**src/logic/emap_pkg.sv**
```systemverilog
package emap_pkg;

	// Register addresses on the peripheral port, kept exactly as printed.
	localparam logic [23:0] ADDR_ATTR3 = 24'h0ffff6;
	localparam logic [23:0] ADDR_ATTR2 = 24'h0ffff7;
	localparam logic [23:0] ADDR_ATTR1 = 24'h0ffff8;
	localparam logic [23:0] ADDR_ATTR0 = 24'h0ffff9;
	localparam logic [23:0] ADDR_BUS_WAIT = 24'hfffffb;
	localparam logic [23:0] ADDR_CLOCK_GEN = 24'hfffffd;

	// Select codes on the core control port.
	localparam logic CTL_SEL_OPMODE = 1'h0;
	localparam logic CTL_SEL_STATUS = 1'h1;

	// Clock generator control fields.
	localparam int CLOCK_GEN_CONTROL_MF_LSB = 0;
	localparam int CLOCK_GEN_CONTROL_LD_LSB = 12;
	localparam int CLOCK_GEN_CONTROL_XTAL_LOW_BIT = 15;
	localparam int CLOCK_GEN_CONTROL_XTAL_DIS_BIT = 16;
	localparam int CLOCK_GEN_CONTROL_STOP_RUN_BIT = 17;
	localparam int CLOCK_GEN_CONTROL_PLL_EN_BIT = 18;
	localparam int CLOCK_GEN_CONTROL_CLKOUT_DIS_BIT = 19;
	localparam int CLOCK_GEN_CONTROL_PD_LSB = 20;

	// Attribute select fields.
	localparam int AAR_TYPE_LSB = 0;
	localparam int AAR_POL_BIT = 2;
	localparam int AAR_P_BIT = 3;
	localparam int AAR_X_BIT = 4;
	localparam int AAR_Y_BIT = 5;
	localparam int AAR_SWAP_BIT = 6;
	localparam int AAR_PACK_BIT = 7;
	localparam int AAR_NADD_LSB = 8;
	localparam int AAR_CMP_LSB = 12;
	localparam logic [1:0] AAR_TYPE_OFF = 2'h0;
	localparam logic [3:0] AAR_CMP_MAX = 4'hc;

	// Bus wait control fields.
	localparam int BCR_WS0_LSB = 0;
	localparam int BCR_WS1_LSB = 5;
	localparam int BCR_WS2_LSB = 10;
	localparam int BCR_WS3_LSB = 13;
	localparam int BCR_WSD_LSB = 16;
	localparam int BCR_STATUS_BIT = 21;
	localparam int BCR_LOCK_HOLD_BIT = 22;
	localparam int BCR_REQ_HOLD_BIT = 23;

	// Operating mode fields.
	localparam int OMR_MODE_LSB = 0;
	localparam int OMR_EXT_DIS_BIT = 4;
	localparam int OMR_MEM_SWITCH_BIT = 7;
	localparam int OMR_TA_SYNC_BIT = 11;
	localparam int OMR_BUS_REL_BIT = 12;
	localparam int OMR_PRIO_DIS_BIT = 14;

	// Core status fields.
	localparam int SR_SIXTEEN_BIT = 13;
	localparam int SR_CACHE_BIT = 19;

	// Values after reset.
	localparam logic [23:0] CLOCK_GEN_CONTROL_RST = 24'h000000;
	localparam logic [23:0] AAR_RST = 24'h000000;
	localparam logic [23:0] BCR_RST = 24'h000000;
	localparam logic [23:0] OMR_RST = 24'h000000;
	localparam logic [23:0] SR_RST = 24'h080000;
	localparam logic [12:0] PLL_MULT_RST = 13'h0001;
	localparam logic [11:0] PLL_DIV_RST = 12'h001;

	// Memory space codes of an access.
	localparam logic [1:0] SPACE_P = 2'h0;
	localparam logic [1:0] SPACE_X = 2'h1;
	localparam logic [1:0] SPACE_Y = 2'h2;

	typedef enum logic {
		ST_IDLE = 1'b0,
		ST_WAIT = 1'b1
	} emap_state_type;

endpackage

```
**src/logic/emap_attr_decode.sv**
```systemverilog
`timescale 1ns/1ps
module emap_attr_decode (
	input wire logic [23:0] aar,
	input wire logic [23:0] addr,
	input wire logic [1:0] space,
	output logic hit
);

	// Builds a mask of the top n address bits, never more than the compare field holds.
	function automatic logic [23:0] top_mask(input logic [3:0] n);
		logic [3:0] k;
		k = (n > emap_pkg::AAR_CMP_MAX) ? emap_pkg::AAR_CMP_MAX : n;
		top_mask = ~(24'hffffff >> k);
	endfunction

	logic space_on;
	logic [23:0] mask;
	logic [23:0] cmp_val;

	// Each space has its own enable so one area can serve X and Y alike.
	always_comb begin
		case (space)
			emap_pkg::SPACE_P: space_on = aar[emap_pkg::AAR_P_BIT];
			emap_pkg::SPACE_X: space_on = aar[emap_pkg::AAR_X_BIT];
			emap_pkg::SPACE_Y: space_on = aar[emap_pkg::AAR_Y_BIT];
			default: space_on = 1'b0;
		endcase
	end

	// An area with no access type programmed never matches, so reset leaves all areas idle.
	assign mask = top_mask(aar[emap_pkg::AAR_NADD_LSB +: 4]);
	assign cmp_val = {aar[23:emap_pkg::AAR_CMP_LSB], 12'h000};
	assign hit = (aar[emap_pkg::AAR_TYPE_LSB +: 2] != emap_pkg::AAR_TYPE_OFF) && space_on
		&& ((addr & mask) == (cmp_val & mask));

endmodule // emap_attr_decode

```
**src/logic/emap_port.sv**
```systemverilog
`timescale 1ns/1ps
// How it works
// - clock control holds dividers and multiplier fields
// - clock control bits 15-19 steer crystal, PLL, clock output
// - access type in bits 0-1, one means SRAM
// - bit 2 sets attribute pin active polarity
// - bits 3-5 enable pin per P/X/Y space
// - bit 6 swaps low address byte to top
// - bit 7 enables packing for DMA accesses
// - area hits when top address bits match compare
// - pin zero is SRAM chip enable, active low
// - pin two drives SRAM top address line
// - bus control holds per-area wait counts
// - bus status bit 21, hold enables 22, 23
// - mode bits 0-3, bit 4 disables external bus
// - bit 7 memory switch, bit 11 ack sync
// - bit 12 picks bus busy release timing
// - bit 14 lets attribute pins assert together
// - status bit 13 enables sixteen-bit compatibility
// - status bit 19 enables instruction cache
// - status resets to cache enable only
module emap_port (
	input wire logic MCLK,
	input wire logic RST_N,
	input wire logic [23:0] REG_ADDR,
	input wire logic REG_WR,
	input wire logic REG_RD,
	input wire logic [23:0] REG_WDATA,
	output logic [23:0] REG_RDATA,
	input wire logic CTL_SEL,
	input wire logic CTL_WR,
	input wire logic CTL_RD,
	input wire logic [23:0] CTL_WDATA,
	output logic [23:0] CTL_RDATA,
	input wire logic ACC_REQ,
	input wire logic [23:0] ACC_ADDR,
	input wire logic [1:0] ACC_SPACE,
	input wire logic ACC_DMA,
	output logic ACC_READY,
	output logic ACC_DONE,
	output logic ACC_REFUSED,
	output logic [23:0] EXT_ADDR,
	output logic [3:0] ATTR_PINS,
	output logic [1:0] ACC_TYPE,
	output logic PACK_EN,
	output logic EXT_ACTIVE,
	output logic [12:0] PLL_MULT,
	output logic [11:0] PLL_DIV,
	output logic XTAL_LOW,
	output logic XTAL_DIS,
	output logic PLL_STOP_RUN,
	output logic PLL_EN,
	output logic CORE_CLK_OUT_DIS,
	output logic [3:0] OP_MODE,
	output logic EXT_BUS_DIS,
	output logic MEM_SWITCH,
	output logic TA_SYNC_SEL,
	output logic BUS_REL_SLOW,
	output logic ATTR_PRIO_DIS,
	output logic BUS_LOCK_HOLD,
	output logic BUS_REQ_HOLD,
	output logic SIXTEEN_BIT,
	output logic CACHE_EN
);

	logic [23:0] aar_reg [4];
	logic [23:0] clock_gen_control_reg;
	logic [23:0] bcr_reg;
	logic [23:0] omr_reg;
	logic [23:0] sr_reg;
	logic [23:0] reg_rdata_reg;
	logic [23:0] ctl_rdata_reg;
	logic [12:0] pll_mult_reg;
	logic [11:0] pll_div_reg;
	emap_pkg::emap_state_type state_reg;
	logic [4:0] count_reg;
	logic [3:0] pin_act_reg;
	logic [3:0] pin_act_next;
	logic [3:0] attr_pins_reg;
	logic [23:0] ext_addr_reg;
	logic [1:0] acc_type_reg;
	logic pack_reg;
	logic done_reg;
	logic refused_reg;
	logic refused_lat_reg;
	logic [3:0] hit;
	logic any_hit;
	logic [1:0] sel_area;
	logic acc_take;
	logic [4:0] wait_sel;
	logic [23:0] sel_aar;
	logic [23:0] bcr_view;

	// Lowest numbered area wins when more than one matches.
	function automatic logic [1:0] first_hit(input logic [3:0] h);
		if (h[0]) begin
			first_hit = 2'h0;
		end else if (h[1]) begin
			first_hit = 2'h1;
		end else if (h[2]) begin
			first_hit = 2'h2;
		end else begin
			first_hit = 2'h3;
		end
	endfunction

	// Wait count of an area, narrower fields widened to five bits.
	function automatic logic [4:0] area_wait(input logic [23:0] b, input logic [1:0] a,
		input logic any);
		if (!any) begin
			area_wait = b[emap_pkg::BCR_WSD_LSB +: 5];
		end else begin
			case (a)
				2'h0: area_wait = b[emap_pkg::BCR_WS0_LSB +: 5];
				2'h1: area_wait = b[emap_pkg::BCR_WS1_LSB +: 5];
				2'h2: area_wait = {2'h0, b[emap_pkg::BCR_WS2_LSB +: 3]};
				default: area_wait = {2'h0, b[emap_pkg::BCR_WS3_LSB +: 3]};
			endcase
		end
	endfunction

	// One comparator per attribute area.
	for (genvar i = 0; i < 4; i++) begin : g_area
		emap_attr_decode u_dec (
			.aar(aar_reg[i]),
			.addr(ACC_ADDR),
			.space(ACC_SPACE),
			.hit(hit[i])
		);
	end

	// Area selection and the request handshake.
	assign any_hit = |hit;
	assign sel_area = first_hit(hit);
	assign sel_aar = aar_reg[sel_area];
	assign wait_sel = area_wait(bcr_reg, sel_area, any_hit);
	assign ACC_READY = (state_reg == emap_pkg::ST_IDLE);
	assign acc_take = ACC_READY && ACC_REQ;

	// Without priority every matching pin asserts; with it only the first.
	always_comb begin
		pin_act_next = 4'h0;
		if (acc_take && !omr_reg[emap_pkg::OMR_EXT_DIS_BIT]) begin
			if (omr_reg[emap_pkg::OMR_PRIO_DIS_BIT]) begin
				pin_act_next = hit;
			end else if (any_hit) begin
				pin_act_next = 4'h1 << sel_area;
			end
		end else if (state_reg == emap_pkg::ST_WAIT && count_reg != 5'h00) begin
			pin_act_next = pin_act_reg;
		end
	end

	// Attribute register writes on the peripheral port.
	always_ff @(posedge MCLK or negedge RST_N) begin
		if (!RST_N) begin
			for (int i = 0; i < 4; i++) begin
				aar_reg[i] <= emap_pkg::AAR_RST;
			end
		end else if (REG_WR) begin
			case (REG_ADDR)
				emap_pkg::ADDR_ATTR0: aar_reg[0] <= REG_WDATA;
				emap_pkg::ADDR_ATTR1: aar_reg[1] <= REG_WDATA;
				emap_pkg::ADDR_ATTR2: aar_reg[2] <= REG_WDATA;
				emap_pkg::ADDR_ATTR3: aar_reg[3] <= REG_WDATA;
				default: ;
			endcase
		end
	end

	// Clock and bus control writes; the bus status bit is never stored.
	always_ff @(posedge MCLK or negedge RST_N) begin
		if (!RST_N) begin
			clock_gen_control_reg <= emap_pkg::CLOCK_GEN_CONTROL_RST;
			bcr_reg <= emap_pkg::BCR_RST;
		end else if (REG_WR) begin
			if (REG_ADDR == emap_pkg::ADDR_CLOCK_GEN) begin
				clock_gen_control_reg <= REG_WDATA;
			end
			if (REG_ADDR == emap_pkg::ADDR_BUS_WAIT) begin
				bcr_reg <= REG_WDATA & ~(24'h000001 << emap_pkg::BCR_STATUS_BIT);
			end
		end
	end

	// Mode and status writes on the core control port.
	always_ff @(posedge MCLK or negedge RST_N) begin
		if (!RST_N) begin
			omr_reg <= emap_pkg::OMR_RST;
			sr_reg <= emap_pkg::SR_RST;
		end else if (CTL_WR) begin
			if (CTL_SEL == emap_pkg::CTL_SEL_OPMODE) begin
				omr_reg <= CTL_WDATA;
			end else begin
				sr_reg <= CTL_WDATA;
			end
		end
	end

	// The live status bit shows whether an external access is under way.
	assign bcr_view = bcr_reg
		| ({23'h000000, (state_reg == emap_pkg::ST_WAIT)} << emap_pkg::BCR_STATUS_BIT);

	// Read data are registered; an unmapped address reads as zero.
	always_ff @(posedge MCLK or negedge RST_N) begin
		if (!RST_N) begin
			reg_rdata_reg <= 24'h000000;
		end else if (REG_RD) begin
			case (REG_ADDR)
				emap_pkg::ADDR_ATTR0: reg_rdata_reg <= aar_reg[0];
				emap_pkg::ADDR_ATTR1: reg_rdata_reg <= aar_reg[1];
				emap_pkg::ADDR_ATTR2: reg_rdata_reg <= aar_reg[2];
				emap_pkg::ADDR_ATTR3: reg_rdata_reg <= aar_reg[3];
				emap_pkg::ADDR_BUS_WAIT: reg_rdata_reg <= bcr_view;
				emap_pkg::ADDR_CLOCK_GEN: reg_rdata_reg <= clock_gen_control_reg;
				default: reg_rdata_reg <= 24'h000000;
			endcase
		end
	end

	// Control port read data.
	always_ff @(posedge MCLK or negedge RST_N) begin
		if (!RST_N) begin
			ctl_rdata_reg <= 24'h000000;
		end else if (CTL_RD) begin
			ctl_rdata_reg <= (CTL_SEL == emap_pkg::CTL_SEL_OPMODE) ? omr_reg : sr_reg;
		end
	end

	// Ratio terms for the clock generator: multiplier is field plus one, the
	// predivider is field plus one and the low-power divider a power of two.
	always_ff @(posedge MCLK or negedge RST_N) begin
		if (!RST_N) begin
			pll_mult_reg <= emap_pkg::PLL_MULT_RST;
			pll_div_reg <= emap_pkg::PLL_DIV_RST;
		end else begin
			pll_mult_reg <= {1'b0, clock_gen_control_reg[emap_pkg::CLOCK_GEN_CONTROL_MF_LSB +: 12]} + 13'h0001;
			pll_div_reg <= (12'({8'h00, clock_gen_control_reg[emap_pkg::CLOCK_GEN_CONTROL_PD_LSB +: 4]}) + 12'h001)
				<< clock_gen_control_reg[emap_pkg::CLOCK_GEN_CONTROL_LD_LSB +: 3];
		end
	end

	// Access sequencer: holds the access for the wait count, then finishes.
	always_ff @(posedge MCLK or negedge RST_N) begin
		if (!RST_N) begin
			state_reg <= emap_pkg::ST_IDLE;
			count_reg <= 5'h00;
			refused_lat_reg <= 1'b0;
		end else begin
			case (state_reg)
				emap_pkg::ST_IDLE: begin
					if (acc_take) begin
						state_reg <= emap_pkg::ST_WAIT;
						refused_lat_reg <= omr_reg[emap_pkg::OMR_EXT_DIS_BIT];
						count_reg <= omr_reg[emap_pkg::OMR_EXT_DIS_BIT] ? 5'h00 : wait_sel;
					end
				end
				emap_pkg::ST_WAIT: begin
					if (count_reg == 5'h00) begin
						state_reg <= emap_pkg::ST_IDLE;
					end else begin
						count_reg <= count_reg - 5'h01;
					end
				end
				default: state_reg <= emap_pkg::ST_IDLE;
			endcase
		end
	end

	// Completion pulse; a refused access still completes so the core never hangs.
	always_ff @(posedge MCLK or negedge RST_N) begin
		if (!RST_N) begin
			done_reg <= 1'b0;
			refused_reg <= 1'b0;
		end else begin
			done_reg <= (state_reg == emap_pkg::ST_WAIT) && (count_reg == 5'h00);
			refused_reg <= (state_reg == emap_pkg::ST_WAIT) && (count_reg == 5'h00)
				&& refused_lat_reg;
		end
	end

	// Pins follow polarity even when idle, so a low-active chip enable rests high.
	always_ff @(posedge MCLK or negedge RST_N) begin
		if (!RST_N) begin
			pin_act_reg <= 4'h0;
			attr_pins_reg <= 4'hf;
		end else begin
			pin_act_reg <= pin_act_next;
			for (int i = 0; i < 4; i++) begin
				attr_pins_reg[i] <= pin_act_next[i] ~^ aar_reg[i][emap_pkg::AAR_POL_BIT];
			end
		end
	end

	// External address, access type and packing, latched from the selected area.
	always_ff @(posedge MCLK or negedge RST_N) begin
		if (!RST_N) begin
			ext_addr_reg <= 24'h000000;
			acc_type_reg <= emap_pkg::AAR_TYPE_OFF;
			pack_reg <= 1'b0;
		end else if (acc_take) begin
			if (any_hit && sel_aar[emap_pkg::AAR_SWAP_BIT]) begin
				ext_addr_reg <= {ACC_ADDR[7:0], ACC_ADDR[15:8], ACC_ADDR[23:16]};
			end else begin
				ext_addr_reg <= ACC_ADDR;
			end
			acc_type_reg <= any_hit ? sel_aar[emap_pkg::AAR_TYPE_LSB +: 2] : emap_pkg::AAR_TYPE_OFF;
			pack_reg <= any_hit && ACC_DMA && sel_aar[emap_pkg::AAR_PACK_BIT];
		end
	end

	// Outputs.
	assign REG_RDATA = reg_rdata_reg;
	assign CTL_RDATA = ctl_rdata_reg;
	assign ACC_DONE = done_reg;
	assign ACC_REFUSED = refused_reg;
	assign EXT_ADDR = ext_addr_reg;
	assign ATTR_PINS = attr_pins_reg;
	assign ACC_TYPE = acc_type_reg;
	assign PACK_EN = pack_reg;
	assign EXT_ACTIVE = (state_reg == emap_pkg::ST_WAIT);
	assign PLL_MULT = pll_mult_reg;
	assign PLL_DIV = pll_div_reg;
	assign XTAL_LOW = clock_gen_control_reg[emap_pkg::CLOCK_GEN_CONTROL_XTAL_LOW_BIT];
	assign XTAL_DIS = clock_gen_control_reg[emap_pkg::CLOCK_GEN_CONTROL_XTAL_DIS_BIT];
	assign PLL_STOP_RUN = clock_gen_control_reg[emap_pkg::CLOCK_GEN_CONTROL_STOP_RUN_BIT];
	assign PLL_EN = clock_gen_control_reg[emap_pkg::CLOCK_GEN_CONTROL_PLL_EN_BIT];
	assign CORE_CLK_OUT_DIS = clock_gen_control_reg[emap_pkg::CLOCK_GEN_CONTROL_CLKOUT_DIS_BIT];
	assign OP_MODE = omr_reg[emap_pkg::OMR_MODE_LSB +: 4];
	assign EXT_BUS_DIS = omr_reg[emap_pkg::OMR_EXT_DIS_BIT];
	assign MEM_SWITCH = omr_reg[emap_pkg::OMR_MEM_SWITCH_BIT];
	assign TA_SYNC_SEL = omr_reg[emap_pkg::OMR_TA_SYNC_BIT];
	assign BUS_REL_SLOW = omr_reg[emap_pkg::OMR_BUS_REL_BIT];
	assign ATTR_PRIO_DIS = omr_reg[emap_pkg::OMR_PRIO_DIS_BIT];
	assign BUS_LOCK_HOLD = bcr_reg[emap_pkg::BCR_LOCK_HOLD_BIT];
	assign BUS_REQ_HOLD = bcr_reg[emap_pkg::BCR_REQ_HOLD_BIT];
	assign SIXTEEN_BIT = sr_reg[emap_pkg::SR_SIXTEEN_BIT];
	assign CACHE_EN = sr_reg[emap_pkg::SR_CACHE_BIT];

	// Checks on the sequencer and the register effects.
	a_zero_wait_done: assert property (@(posedge MCLK) disable iff (!RST_N)
		acc_take && !EXT_BUS_DIS && wait_sel == 5'h00 |=> !ACC_DONE ##1 ACC_DONE)
		else $error("zero wait access did not finish in one cycle");
	a_one_wait_done: assert property (@(posedge MCLK) disable iff (!RST_N)
		acc_take && !EXT_BUS_DIS && wait_sel == 5'h01 |=> !ACC_DONE ##1 !ACC_DONE ##1 ACC_DONE)
		else $error("one wait access timing wrong");
	a_status_reset: assert property (@(posedge MCLK) disable iff (!RST_N)
		$rose(RST_N) |-> sr_reg == emap_pkg::SR_RST)
		else $error("status not at reset value");
	a_pll_mult_track: assert property (@(posedge MCLK) disable iff (!RST_N)
		##1 PLL_MULT == {1'b0, $past(clock_gen_control_reg[11:0])} + 13'h0001)
		else $error("multiplier does not follow clock control");
	a_pin_polarity: assert property (@(posedge MCLK) disable iff (!RST_N)
		pin_act_reg[0] && $stable(aar_reg[0]) |-> ATTR_PINS[0] == aar_reg[0][2])
		else $error("pin zero level disagrees with polarity");
	a_prio_one_pin: assert property (@(posedge MCLK) disable iff (!RST_N)
		!$past(ATTR_PRIO_DIS) |-> $onehot0(pin_act_reg))
		else $error("several pins active under priority");
	a_refused_done: assert property (@(posedge MCLK) disable iff (!RST_N)
		acc_take && EXT_BUS_DIS |=> pin_act_reg == 4'h0 ##1 (ACC_DONE && ACC_REFUSED))
		else $error("disabled bus access not refused");
	a_bus_status_read: assert property (@(posedge MCLK) disable iff (!RST_N)
		REG_RD && REG_ADDR == emap_pkg::ADDR_BUS_WAIT && EXT_ACTIVE |=> REG_RDATA[21])
		else $error("bus status bit not shown");
	a_swap_addr: assert property (@(posedge MCLK) disable iff (!RST_N)
		acc_take && any_hit && sel_aar[6] |=> EXT_ADDR[23:16] == $past(ACC_ADDR[7:0]))
		else $error("address swap not applied");
	a_cache_write: assert property (@(posedge MCLK) disable iff (!RST_N)
		CTL_WR && CTL_SEL == emap_pkg::CTL_SEL_STATUS |=> CACHE_EN == $past(CTL_WDATA[19]))
		else $error("cache enable not written");

	c_waited_access: cover property (@(posedge MCLK) disable iff (!RST_N)
		acc_take && wait_sel != 5'h00 ##[2:40] ACC_DONE);
	c_refused: cover property (@(posedge MCLK) disable iff (!RST_N) ACC_REFUSED);
	c_two_pins: cover property (@(posedge MCLK) disable iff (!RST_N)
		pin_act_reg[0] && pin_act_reg[2]);

endmodule // emap_port

```
**config.mk**
```make
export PLATFORM = sky130hd
export DESIGN_NAME = emap_port
export DESIGN_NICKNAME = d
export VERILOG_FILES = /design/src/logic/emap_pkg.sv /design/src/logic/emap_attr_decode.sv /design/src/logic/emap_port.sv
export SDC_FILE = /design/constraint.sdc
export NUM_CORES = 1
export LEC_CHECK = 0
export BUFFER_PORTS_ARGS = -buffer_cell sky130_fd_sc_hd__buf_2
export CORE_ASPECT_RATIO = 0.75
export CORE_MARGIN = 5
export CORE_UTILIZATION = 27
export CTS_BUF_LIST = sky130_fd_sc_hd__clkbuf_8
export CTS_CLUSTER_DIAMETER = 50
export DETAILED_ROUTE_END_ITERATION = 8
export HOLD_SLACK_MARGIN = 0.12
export PLACE_DENSITY = 0.46
export SLEW_MARGIN = 20
export SYNTH_ARGS = -nofsm -noshare
export SYNTH_HDL_FRONTEND = slang
export SYNTH_SLANG_ARGS = --single-unit
```
**constraint.sdc**
```tcl
create_clock -name MCLK -period 2.6 [get_ports MCLK]
set_input_delay 0.52 -clock MCLK [delete_from_list [all_inputs] [get_ports MCLK]]
set_output_delay 0.52 -clock MCLK [all_outputs]
set_load 0.005 [all_outputs]
```
==> impl_metrics.json <==
{
  "outcome": "complete, but fails checks",
  "violations": "setup timing",
  "cts_tree": "yes",
  "pin_count": 233,
  "die_area_um2": 58900,
  "rrSetupSlack_ns": -0.04,
  "timing.rr.end": "EXT_ADDR[6]",
  "yosys_warnings": 0,
  "finalHoldViolations": 0,
  "grt_usage_pct": 17.3,
  "grt_max_degree": 69,
  "setup_tns_ns": -0.0361,
  "tightest_slew_ns": 0.648,
  "reg2reg_from": "aar_reg[40]",
  "viasPerCell": 4.90,
  "finalSetupViolCount": 2,
  "grt_pass1_vias": 11788,
  "min_period_ns": 2.64,
  "fin_ws_ns": -0.0356,
  "hold_depth": 2,
  "die_height_um": 211,
  "ys.flop_type": "dfrtp_1",
  "place.port_buffers": 232,
  "most-common-layout-cells": "dfrtp_1, buf_2, mux2_2",
  "fin_nets": 1684,
  "cts_buffers": 55,
  "fmax_mhz": 379,
  "hp-start": "REG_WDATA[12]",
  "dp_hpwl_um": 36800,
  "detail-route-antenna-nets": 0,
  "crit_arrival_ns": 3.14,
  "cp-start-kind": "flop",
  "num_vias": 11401,
  "ff_latch_area_um2": 7720,
  "gp_congestion": 0.869,
  "grt-ovfl-total": 0,
  "finalCritPeriodShare_pct": 101,
  "area_delta_synth_final_pct": 28.3,
  "vdd_ir_drop_max_v": 0.000330,
  "drv_slew": 0,
  "drtIter0Drc": 829,
  "multiInputGateArea_um2": 6520,
  "fillers": 5379,
  "pwr_density_cell_nw_per_um2": 647,
  "die_x_um": 278,
  "ff2ff_path_depth": 8,
  "end_kind": "flop",
  "hold_slack_ns": 0.186,
  "syn_area_per_cell_um2": 11.6,
  "crit_path_max_fanout": 8,
  "routed_wl_um": 52300,
  "antenna_found_initial": 4,
  "finClkSkew_ns": 0.0383,
  "htreeDepth": 2,
  "crit_required_ns": 3.10,
  "synth.distinct_cells": 75,
  "maxSlewHeadroom_pct": 56.7,
  "synth_seq_cells": 308,
  "yosysSeqAreaShare_pct": 52.9,
  "maxCapViolations": 0,
  "grt_pass1_wl_um": 77200,
  "start_util_pct": 27.4,
  "coreArea_um2": 53200,
  "clock_latency_ns": 0.65,
  "synth_nets": 1371,
  "total_power_mw": 12.1,
  "num_rows": 73,
  "rsz0062_at_grt": "true",
  "min-delay-path-class": "input port to flop",
  "power_leakage_nw": 8.87,
  "post_drt_wl_per_cell_um": 22.5,
  "layout-drive-gt1-share_pct": 39.6,
  "first_pass_iters": 5,
  "final_common_cell": "dfrtp_1",
  "cts.sinks": 308,
  "synth.cell_area_um2": 14600,
  "synth_edf_count": 0,
  "async_flop_share_pct": 100,
  "syn_inst": 1260,
  "clk_path_buf_depth": 3,
  "cts-root-buf": "clkbuf_8",
  "drc": 0,
  "clkSlewWorstSetupHoldPaths_ns": 0.06,
  "largest_register_ffs": 96,
  "min_to": "aar_reg[12]",
  "crit_type": "flop to flop"
}
Yosys cell counts (6+ instances only):
master | instances | area [um2]
a21oi_1 | 59 | 295
a221oi_1 | 28 | 245
a22oi_1 | 28 | 210
a31oi_1 | 45 | 282
and2_1 | 6 | 37.5
buf_1 | 11 | 41.3
buf_2 | 14 | 70.1
buf_4 | 7 | 52.6
buf_6 | 6 | 67.6
clkbuf_1 | 53 | 199
dfrtp_1 | 301 | 7530
dfstp_2 | 7 | 184
inv_1 | 19 | 71.3
mux2_2 | 193 | 2170
mux2i_1 | 57 | 571
nand2_1 | 59 | 221
nand3_1 | 14 | 70.1
nand4_1 | 13 | 81.3
nor2_1 | 122 | 458
nor2b_1 | 7 | 43.8
nor3_1 | 11 | 55.1
nor4_1 | 8 | 50.1
o21ai_0 | 25 | 125
o21ai_1 | 7 | 35.0
o221ai_1 | 6 | 52.6
o22ai_1 | 9 | 56.3
o2bb2ai_1 | 6 | 52.6
xnor2_1 | 28 | 245
xor2_1 | 34 | 298
where the power goes:
group / switching [mW] / internal (mW) / leakage [nW]
combinational: 1.04 / 0.816 / 4.24
clock: 2.11 / 2.61 / 0.650
sequential: 0.303 / 5.24 / 3.99
total: 3.45 / 8.66 / 8.87
timing repair:
action	in CTS	in global routing
hold buffers	38	0
resized for setup	8	27
pin swaps	5	17
hold endpoints to repair	118	0
setup buffers	2	1
setup endpoints to repair	17	25
cloned	1	0
cells by family (layout without fill, tap and decap cells):
| logic type | after synthesis | in the layout | share of synthesized area, % |
|---|---|---|---|
| AO/OA/AOI/OAI | 253 | 253 | 11.9 |
| XOR/XNOR | 63 | 63 | 3.83 |
| adder cells (fa/ha/maj) | 6 | 6 | 0.489 |
| buffers and inverters | 113 | 466 | 3.54 |
| flip-flops | 308 | 308 | 52.9 |
| multiplexers | 252 | 253 | 19.0 |
| other | 0 | 1 | 0 |
| AND/OR/NAND/NOR | 265 | 265 | 8.37 |
final cells by class:
| type | instances | area share (%) |
|---|---|---|
| inverter | 19 | 0.381 |
| clock buffer | 70 | 5.14 |
| antenna | 1 | 0.0134 |
| timing repair buffer | 349 | 12.7 |
| clock inverter | 28 | 0.969 |
| multi-input combinational | 840 | 34.8 |
| sequential | 308 | 41.2 |
| tap | 712 | 4.76 |
routing by layer:
layer  vias up  share of wire [%]  global-route usage, %
met5         -              0.067                      0
met2       308                 43                   25.9
li1       5208                  -                      -
met3        76                7.6                   5.48
met1      5803                 47                   24.5
met4         6                2.0                   4.11
stage by stage:
| stage | setup WS (ns) | instances | util [%] | instance area (um2) |
|---|---|---|---|---|
| floorplan | 0.106 | 1260 | - | 14600 |
| global placement | -0.137 | 2186 | 32.0 | 17000 |
| detailed placement | -0.214 | 2186 | 32.0 | 17000 |
| CTS | 0.000154 | 2325 | 35.0 | 18600 |
| global route | -0.0732 | 2326 | 35.2 | 18700 |
| finish | -0.0356 | 2327 | 35.2 | 18700 |
worst max-delay path, cell delays in order (launching register included):
cell and delay (ns):
dfrtp_1 0.40, xnor2_1 0.37, o21ai_0 0.15, o31a_1 0.35, nor4_2 0.38, mux2i_4 0.18, mux2_4 0.37, a31oi_1 0.21
a21oi_1 0.08
how the worst max path moves through the flow:
| stage | end | slack, ns | from | cells after the start |
|---|---|---|---|---|
| CTS | EXT_ADDR[6] | 0.0002 | aar_reg[59] | 8 |
| global route | EXT_ADDR[6] | -0.07 | aar_reg[56] | 8 |
| global placement | EXT_ADDR[3] | -0.14 | ACC_ADDR[19] | 9 |
| detailed placement | EXT_ADDR[3] | -0.21 | ACC_SPACE[0] | 9 |
| floorplan | count_reg[3] | 0.11 | ACC_ADDR[20] | 8 |
| finish | EXT_ADDR[6] | -0.04 | aar_reg[40] | 8 |
(Power assumes the default switching activity.)
